## src/deglitch_debounce_pkg.sv

```systemverilog
// constants shared by the input conditioning chain
// Notes on behaviour
// [RULE1] With deglitch on, a new level is accepted only after it stood for the deglitch count.
// [RULE2] The deglitch stage delays its output, and shorter pulses never reach that output.
// [RULE3] With debounce on, a first change passes at once, then holds for the debounce count.
// [RULE4] The debounce stage is fed by the deglitched level, not by the raw sampled input.
// [RULE5] If the hold ends with the input still different, the output follows and holds again.
// [RULE6] Each stage is enabled and counted on its own; the controlling party picks each count.
// [RULE7] Durations are sample-tick counts; a zero count passes that stage straight through.
package deglitch_debounce_pkg;
   localparam int count_width = 16;
   localparam logic [15:0] count_zero = 16'h0000;
   localparam logic [15:0] count_one = 16'h0001;
   localparam logic level_reset = 1'b0;
endpackage

```

## src/input_deglitch_debounce.sv

```systemverilog
// deglitch stage followed by debounce stage for one sampled binary level
`timescale 1ns/100ps
`default_nettype none
module input_deglitch_debounce (
   // clock and reset
   input wire logic clock,
   input wire logic rstn,
   // sample tick and raw field level
   input wire logic sample_tick,
   input wire logic raw_in,
   // stage configuration
   input wire logic deglitch_enable,
   input wire logic [deglitch_debounce_pkg::count_width-1:0] deglitch_count,
   input wire logic debounce_enable,
   input wire logic [deglitch_debounce_pkg::count_width-1:0] debounce_count,
   // conditioned outputs
   output logic deglitched,
   output logic debounced
);
   import deglitch_debounce_pkg::*;

   logic raw_meta;
   logic raw_sync;
   logic [15:0] stable_run;
   logic [15:0] hold_left;
   logic next_deglitched;
   logic glitch_on;
   logic bounce_on;

   // two flops: the field level is asynchronous to clock
   always_ff @(posedge clock or negedge rstn) begin
      if (!rstn) begin
         raw_meta <= level_reset;
         raw_sync <= level_reset;
      end else begin
         raw_meta <= raw_in;
         raw_sync <= raw_meta;
      end
   end

   // one decode serves both stages, so their bypass conditions cannot drift apart
   function automatic logic stage_active(input logic enable,
      input logic [count_width-1:0] count);
      return enable && (count != count_zero);
   endfunction

   assign glitch_on = stage_active(deglitch_enable, deglitch_count); // RULE7
   assign bounce_on = stage_active(debounce_enable, debounce_count); // RULE7

   // deglitch: counts ticks the differing level has stood; any return resets the run
   always_ff @(posedge clock or negedge rstn) begin
      if (!rstn) begin
         stable_run <= count_zero;
         deglitched <= level_reset;
      end else if (!glitch_on) begin
         stable_run <= count_zero;
         deglitched <= raw_sync; // RULE6
      end else if (sample_tick) begin
         if (raw_sync == deglitched) begin
            stable_run <= count_zero; // RULE2
         end else if (stable_run + count_one >= deglitch_count) begin
            stable_run <= count_zero;
            deglitched <= raw_sync; // RULE1
         end else begin
            stable_run <= stable_run + count_one;
         end
      end
   end

   // the debounce stage reads the deglitched level, never the raw sample
   assign next_deglitched = deglitched; // RULE4

   // debounce: first change passes, then frozen for the hold count
   always_ff @(posedge clock or negedge rstn) begin
      if (!rstn) begin
         hold_left <= count_zero;
         debounced <= level_reset;
      end else if (!bounce_on) begin
         hold_left <= count_zero;
         debounced <= next_deglitched; // RULE6
      end else if (sample_tick) begin
         if (hold_left != count_zero) begin
            hold_left <= hold_left - count_one; // RULE3
         end else if (next_deglitched != debounced) begin
            debounced <= next_deglitched; // RULE3
            hold_left <= debounce_count; // RULE5
         end
      end
   end

   // a lone differing sample must not pass the deglitch stage when the count exceeds one
   property p_glitch_blocked;
      @(posedge clock) disable iff (!rstn)
      (glitch_on && deglitch_count > count_one && sample_tick && raw_sync != deglitched
       && stable_run == count_zero && $stable(deglitch_count)) |=> $stable(deglitched);
   endproperty
   a_glitch_blocked: assert property (p_glitch_blocked) // RULE2
      else $error("deglitch passed a short pulse");

   property p_deglitch_changes_only_on_tick;
      @(posedge clock) disable iff (!rstn)
      (glitch_on && !sample_tick && $past(glitch_on)) |=> $stable(deglitched);
   endproperty
   a_deglitch_changes_only_on_tick: assert property (p_deglitch_changes_only_on_tick) // RULE1
      else $error("deglitch moved without a tick");

   property p_deglitch_needs_full_run;
      @(posedge clock) disable iff (!rstn)
      (glitch_on && $past(glitch_on) && $changed(deglitched)) |->
         ($past(stable_run) + count_one >= $past(deglitch_count));
   endproperty
   a_deglitch_needs_full_run: assert property (p_deglitch_needs_full_run) // RULE1
      else $error("deglitch accepted early");

   property p_bypass_deglitch;
      @(posedge clock) disable iff (!rstn)
      !glitch_on |=> deglitched == $past(raw_sync);
   endproperty
   a_bypass_deglitch: assert property (p_bypass_deglitch) // RULE7
      else $error("deglitch bypass not direct");

   property p_bypass_debounce;
      @(posedge clock) disable iff (!rstn)
      !bounce_on |=> debounced == $past(deglitched);
   endproperty
   a_bypass_debounce: assert property (p_bypass_debounce) // RULE4
      else $error("debounce bypass not direct");

   property p_first_change_immediate;
      @(posedge clock) disable iff (!rstn)
      (bounce_on && sample_tick && hold_left == count_zero && deglitched != debounced)
         |=> (debounced == $past(deglitched)) && (hold_left == $past(debounce_count));
   endproperty
   a_first_change_immediate: assert property (p_first_change_immediate) // RULE3
      else $error("debounce did not follow at once");

   property p_held_during_hold;
      @(posedge clock) disable iff (!rstn)
      (bounce_on && hold_left != count_zero) |=> $stable(debounced);
   endproperty
   a_held_during_hold: assert property (p_held_during_hold) // RULE3
      else $error("debounce moved during hold");

   property p_rearm_after_hold;
      @(posedge clock) disable iff (!rstn)
      (bounce_on && $past(bounce_on) && $changed(debounced)) |-> hold_left == $past(debounce_count);
   endproperty
   a_rearm_after_hold: assert property (p_rearm_after_hold) // RULE5
      else $error("debounce hold not restarted");

   // deglitch run counter: restarts on a matching sample, advances only on a differing one
   property p_deglitch_run_restart;
      @(posedge clock) disable iff (!rstn)
      (glitch_on && sample_tick && raw_sync == deglitched)
         |=> (stable_run == count_zero) && $stable(deglitched);
   endproperty
   a_deglitch_run_restart: assert property (p_deglitch_run_restart) // RULE2
      else $error("deglitch run not restarted");

   property p_deglitch_accept;
      @(posedge clock) disable iff (!rstn)
      (glitch_on && sample_tick && raw_sync != deglitched
       && stable_run + count_one >= deglitch_count)
         |=> (deglitched == $past(raw_sync)) && (stable_run == count_zero);
   endproperty
   a_deglitch_accept: assert property (p_deglitch_accept) // RULE1
      else $error("deglitch did not accept a full run");

   property p_deglitch_count_up;
      @(posedge clock) disable iff (!rstn)
      (glitch_on && sample_tick && raw_sync != deglitched
       && stable_run + count_one < deglitch_count)
         |=> (stable_run == $past(stable_run) + count_one) && $stable(deglitched);
   endproperty
   a_deglitch_count_up: assert property (p_deglitch_count_up) // RULE1
      else $error("deglitch run did not advance");

   property p_deglitch_waits_tick;
      @(posedge clock) disable iff (!rstn)
      (glitch_on && !sample_tick) |=> $stable(stable_run) && $stable(deglitched);
   endproperty
   a_deglitch_waits_tick: assert property (p_deglitch_waits_tick) // RULE1
      else $error("deglitch counted without a tick");

   property p_deglitch_moves_on_tick;
      @(posedge clock) disable iff (!rstn)
      (glitch_on && $past(glitch_on) && $changed(deglitched)) |-> $past(sample_tick);
   endproperty
   a_deglitch_moves_on_tick: assert property (p_deglitch_moves_on_tick) // RULE2
      else $error("deglitch changed off a tick");

   property p_deglitch_fed_by_sync;
      @(posedge clock) disable iff (!rstn)
      $changed(deglitched) |-> (deglitched == $past(raw_sync));
   endproperty
   a_deglitch_fed_by_sync: assert property (p_deglitch_fed_by_sync) // RULE1
      else $error("deglitch took a level it never saw");

   // a bypassed stage must not keep stale counts for when it is switched back on
   property p_deglitch_bypass_clears;
      @(posedge clock) disable iff (!rstn)
      !glitch_on |=> (stable_run == count_zero);
   endproperty
   a_deglitch_bypass_clears: assert property (p_deglitch_bypass_clears) // RULE7
      else $error("deglitch run kept while bypassed");

   property p_debounce_bypass_clears;
      @(posedge clock) disable iff (!rstn)
      !bounce_on |=> (hold_left == count_zero);
   endproperty
   a_debounce_bypass_clears: assert property (p_debounce_bypass_clears) // RULE7
      else $error("debounce hold kept while bypassed");

   // debounce hold counter
   property p_hold_counts_down;
      @(posedge clock) disable iff (!rstn)
      (bounce_on && sample_tick && hold_left != count_zero)
         |=> (hold_left == $past(hold_left) - count_one);
   endproperty
   a_hold_counts_down: assert property (p_hold_counts_down) // RULE3
      else $error("debounce hold did not count down");

   property p_hold_waits_tick;
      @(posedge clock) disable iff (!rstn)
      (bounce_on && !sample_tick) |=> $stable(hold_left) && $stable(debounced);
   endproperty
   a_hold_waits_tick: assert property (p_hold_waits_tick) // RULE3
      else $error("debounce moved without a tick");

   property p_debounce_idle;
      @(posedge clock) disable iff (!rstn)
      (bounce_on && sample_tick && hold_left == count_zero && deglitched == debounced)
         |=> $stable(debounced) && (hold_left == count_zero);
   endproperty
   a_debounce_idle: assert property (p_debounce_idle) // RULE3
      else $error("debounce moved with no input change");

   property p_debounce_moves_on_tick;
      @(posedge clock) disable iff (!rstn)
      (bounce_on && $past(bounce_on) && $changed(debounced)) |-> $past(sample_tick);
   endproperty
   a_debounce_moves_on_tick: assert property (p_debounce_moves_on_tick) // RULE3
      else $error("debounce changed off a tick");

   property p_debounce_fed_by_deglitch;
      @(posedge clock) disable iff (!rstn)
      $changed(debounced) |-> (debounced == $past(deglitched));
   endproperty
   a_debounce_fed_by_deglitch: assert property (p_debounce_fed_by_deglitch) // RULE4
      else $error("debounce took a level not from deglitch");
endmodule
`default_nettype wire

```

## config.mk

```make
export PLATFORM = sky130hd
export DESIGN_NAME = input_deglitch_debounce
export DESIGN_NICKNAME = d
export VERILOG_FILES = /design/src/deglitch_debounce_pkg.sv /design/src/input_deglitch_debounce.sv
export SDC_FILE = /design/constraint.sdc
export NUM_CORES = 1
export LEC_CHECK = 0
export BUFFER_PORTS_ARGS = -buffer_cell sky130_fd_sc_hd__buf_2
export CELL_PAD_IN_SITES_DETAIL_PLACEMENT = 1
export CELL_PAD_IN_SITES_GLOBAL_PLACEMENT = 1
export CORE_MARGIN = 5
export CORE_UTILIZATION = 43
export DETAILED_ROUTE_END_ITERATION = 10
export GPL_TIMING_DRIVEN = 1
export PLACE_DENSITY_LB_ADDON = 0.08
export SLEW_MARGIN = 20
export SYNTH_ARGS = -nofsm -noshare
export SYNTH_HDL_FRONTEND = slang
export SYNTH_SLANG_ARGS = --single-unit
```

## constraint.sdc

```tcl
create_clock -name clock -period 3.9 [get_ports clock]
set_clock_uncertainty 0.2 [all_clocks]
set_input_delay 0.195 -clock clock [delete_from_list [all_inputs] [get_ports clock]]
set_output_delay 0.195 -clock clock [all_outputs]
set_load 0.05 [all_outputs]
```

**After elaboration in Yosys (flattened, before gate mapping)**

Cells that the tools add are included.

- Multiplexer cells: 16
- Order comparisons: 1
- Reduce and logical (&&, ||, !) cells: 8
- Equal/unequal tests: 9
- Add/sub/neg operators: 2

Operators by type and width:

| cell | number |
|---|---|
| $mux 16 | 8 |
| $reduce_bool 16->1 | 3 |
| $add 16x1->16 const B | 1 |
| $ge 16x16->1 | 1 |
| $sub 16x1->16 const B | 1 |
| $mux 1 | 8 |
| $ne 2x2->1 const B | 4 |
| $reduce_and 3->1 | 2 |
| $ne 2x1->1 const B | 2 |
| $ne 3x1->1 const B | 1 |
| $logic_and 1x1->1 | 2 |
| $reduce_and 2->1 | 1 |
| $eq 1x1->1 | 1 |
| $ne 1x1->1 | 1 |

- Output and inout port bits: 2
- Bits of input ports: 38
- Register bits after elaboration: 36
- Logic and storage cells: 42

**Logic depth before layout (Yosys ltp)**

- Word-level depth: 6
- Gate-level depth with buffers: 13
- Gate-level depth less buffers: 11

**Least setup slack after synthesis**

OpenSTA, ideal clock, no wires.

- Path type: reg-to-reg
- From: reg stable_run[5]
- To: reg stable_run[6]
- Required time: 3.574 ns
- Slack: 0.583 ns
- Buffers on the path: 3
- Period minus slack after synthesis: 3.317 ns
- Arrival time: 2.991 ns
- Library setup time: 0.126 ns
- Cell stages (with the launch flop): 14
- Path through: dfrtp_1 -> clkbuf_1 -> nand2_1 -> or3_1 -> clkbuf_1 -> o41ai_1 -> nand2_1 -> ha_1 -> nand4_1 -> a211oi_1 -> a32oi_1 -> and3_1 -> buf_6 -> a221o_1

- Cells in the longest elaborated chain, start to end: 6

Ends and longest elaborated chain:

| item | line | text |
|---|---|---|
| start, declared | input_deglitch_debounce.sv:24 | `logic [15:0] stable_run;` |
| start signal, assigned | input_deglitch_debounce.sv:53 | `stable_run <= count_zero;` |
| start signal, assigned | input_deglitch_debounce.sv:56 | `stable_run <= count_zero;` |
| start signal, assigned | input_deglitch_debounce.sv:60 | `stable_run <= count_zero;` |
| $add 16x1->16 (*) | input_deglitch_debounce.sv:61, input_deglitch_debounce.sv:65 |  |
| $ge 16x16->1 | input_deglitch_debounce.sv:61 | `end else if (stable_run + count_one >= deglitch_count) begin` |
| $mux 16 (*) | input_deglitch_debounce.sv:61 |  |
| $mux 16 (*) | input_deglitch_debounce.sv:59 | `if (raw_sync == deglitched) begin` |
| $mux 16 (*) | input_deglitch_debounce.sv:58 | `end else if (sample_tick) begin` |
| $mux 16 (*) | input_deglitch_debounce.sv:55 | `end else if (!glitch_on) begin` |

Mark *: on every way between the ends. The rest lies on a longest branch, timed or not. The select of a mux whose other input is x is not followed.
A chain may end at the register's enable or synchronous reset.

**Worst setup path after layout**

- From: reg stable_run[2]
- To: reg stable_run[6]

The elaborated chain is that of the path after synthesis.

==> out/results.ini <==
[status]
status=complete, no violations

[min_path]
hp-class=input pin to register
min_to=hold_left[6]
min-delay-start=debounce_count[6]
hold_path_depth=3

[worst_setup_path]
cpMaxStageDelayCell=or3_1
reg2reg_from=stable_run[2]
path_buf_inv=0
cp-end-kind=register
required_ps=3870
crit_fanout=7
reg2reg_slack_ps=370
max_stage_delay_ps=500
crit_type=register to register
timing.rr.end=stable_run[6]
ff2ff_path_depth=10
cp_cell_sequence=nand3_1 > or3_1 > o41ai_1 > nand2_1 > ha_1 > nand4_1 > a211oi_1 > a32oi_1 > and3_1 > a221o_1
path_delay_family=compound AO/OA/AOI/OAI gates
worst_setup_path_start_kind=register
cp_data_arrival_time_ps=3510

[power]
p_leak_nw=1.46
sequentialPowerShare_pct=28.3
vdd_drop_max_mv=0.404
intPower_uw=952
p_total_mw=1.91
power_density_mw_per_mm2=596
swShare_pct=50.1
power.switching_uw=955
clkPwrFrac_pct=13.7
p_comb_share_pct=58.0

[route]
first_iter_violations=69
post_drt_wl_per_cell_um=19.0
drc=0
drt-total-wl_um=8600
vias=2807
via_per_inst=6.20
drt_pass1_iterations=4
antenna_left=0

[floorplan]
ios=40
die_y_um=90.9
rows=29
core_mm2=0.00635
die_area_mm2=0.00826
dieWidth_um=90.9
initial_core_util_pct=44.3

[logic_synthesis]
syn-num-nets=394
synth.largest_area_cell=dfrtp_1
synth_seq_area_share_pct=32.0
synthDistinctLibCells=49
async_reset_ff_share_pct=100
ys_ff_latch=36
synth_commonest_cells=dfrtp_1 (36), nand2_1 (31), inv_1 (25), a21oi_1 (20)
avgSynthCellArea_um2=8.35
synth_edf_count=0
synth.area.top_cells=dfrtp_1 (32%), ha_1 (8.4%), nand2_1 (4.1%), a21oi_1 (3.6%), inv_1 (3.3%)
synth.most_common_cell=dfrtp_1
synth_ff_type=dfrtp_1
synth_top_cell_area_share_pct=32.0
syn_area_mm2=0.00281
ys_warn_count=0
synthCells=337

[grt]
grt_first_pass_wirelength_um=14600
antenna_found_initial=0
grt_max_degree=37
grtUsageTotal_pct=21.6
grt_overflow=0
grt_pass1_vias=2999

[clocking]
cts_root_buf=clkbuf_8
cts_buffer_depth=2
postCtsSetupBuffers=0
cts_tree=built
cts_sinks=36
numCtsBuffers=5
htreeDepth=2
insertion_delay_ps=290
cts.reportedPaths.clkPinSlew_ps=80

[sta]
layout_min_cycle_time_ps=3530
maxSlewViolCount=0
grt_setup_unrepaired=no
setup-violations-final=0
max_freq_mhz=283
tns_ps=0
relSlewSlack_pct=42.9
worst_pin_slew_ps=857
fin_ws_ps=367
finalHoldViolCount=0
period_share_pct=90.6
worst_hold_slack_ps=26.0

[placed_design]
pre_cts_ws_ps=351
port_buffers=39
post-dp-hpwl_um=6600
gp_congestion=0.924

[cells_and_area]
final_util_pct=50.4
n_antenna_cell=0
synthToLayoutAreaGrowth_pct=13.7
drive_above_1_share_pct=14.9
fin_nets=433

[job]
maxCapViolations=0

==> power by group through the flow <==
stage                     clock (mW)  sequential [mW]  combinational [mW]
after detailed placement           0            0.545                1.09
after floorplan                    0            0.538               0.798
after global routing           0.292            0.552                1.23
after CTS                      0.275            0.538                1.10
after global placement             0            0.539                1.07
final                          0.261            0.539                1.11
==> registers in the layout, summed over array words and instances (netlist names) <==
| signal | cells |
|---|---|
| raw_meta | 1 |
| raw_sync | 1 |
| hold_left | 16 |
| deglitched | 1 |
| debounced | 1 |
| stable_run | 16 |
==> timing repair <==
action | CTS | global route
resized for setup | 0 | 1
endpoints found under the setup margin | 0 | 3
hold buffers | 4 | 0
hold endpoints to repair | 39 | 0
==> cell usage in the layout (no fill, tap or decap), drive strengths merged, types with 2 or more instances in the layout <==
master       Yosys  layout
o22a             3       3
xnor2            8       8
buf              2      43
clkbuf          13       6
nand2b           5       5
inv             25      25
o21ai            8       8
nor2            20      20
mux2i            4       4
nand2           31      31
a22o             6       6
a41oi            2       2
o211ai           6       6
a21o             3       3
ha              19      19
o21a             3       3
and3             5       5
a32oi            3       3
nand4           11      11
dfrtp           36      36
o41ai            3       3
nor3            18      18
o22ai           12      12
nand4b           3       3
a21oi           20      20
a211oi           6       6
a31oi            6       6
o2bb2ai          9       9
nand3           16      16
nor4             7       7
or4              4       4
dlygate4sd3      0       4
xor2             5       5
or3              3       3
==> final cells by class <==
type	instances	area (um^2)
sequential	36	901
tap	77	96.3
multi-input combinational	261	1760
inverter	25	93.8
timing repair buffer	47	265
clock buffer	6	72.6
fill	787	3150
clock inverter	1	5.00
==> metrics by stage <==
| step | instance area (um^2) | instances |
|---|---|---|
| after floorplan | 2810 | 337 |
| after global routing | 3200 | 453 |
| after detailed placement | 3070 | 442 |
| after CTS | 3190 | 453 |
| final | 3200 | 453 |
| after global placement | 3070 | 442 |
==> how the worst max path moves through the flow <==
stage,from,end,slack [ps],cells past startpoint
floorplan,stable_run[5],stable_run[6],580,13
global placement,stable_run[2],stable_run[5],540,11
detailed placement,stable_run[0],stable_run[6],350,11
CTS,stable_run[0],stable_run[6],320,11
global route,stable_run[0],deglitched,100,12
finish,stable_run[2],stable_run[6],370,10
==> worst min-delay path, cell delays in order <==
cell and delay, ps:
buf_2 90, a31oi_1 70, o2bb2ai_1 130
==> per-layer routing <==
metal,track usage (%),vias to the layer above,share of wire (%)
met2,39.0,81,52
li1,-,1351,-
met1,25.0,1358,41
met4,8.19,0,2.2
met5,0,-,0
met3,3.83,17,4.4
==> cells by family (layout without fill, tap and decap cells) <==
kind of cell	after synthesis	count (layout)	share of synthesized area, %
compound gates	98	98	25.1
xor+xnor	13	13	4.05
fa+ha+maj	19	19	8.45
buf+inv	40	79	5.60
flops	36	36	32.0
mux	5	5	1.82
simple gates	126	126	22.9
No activity file was read; power rests on OpenSTA's default activity.
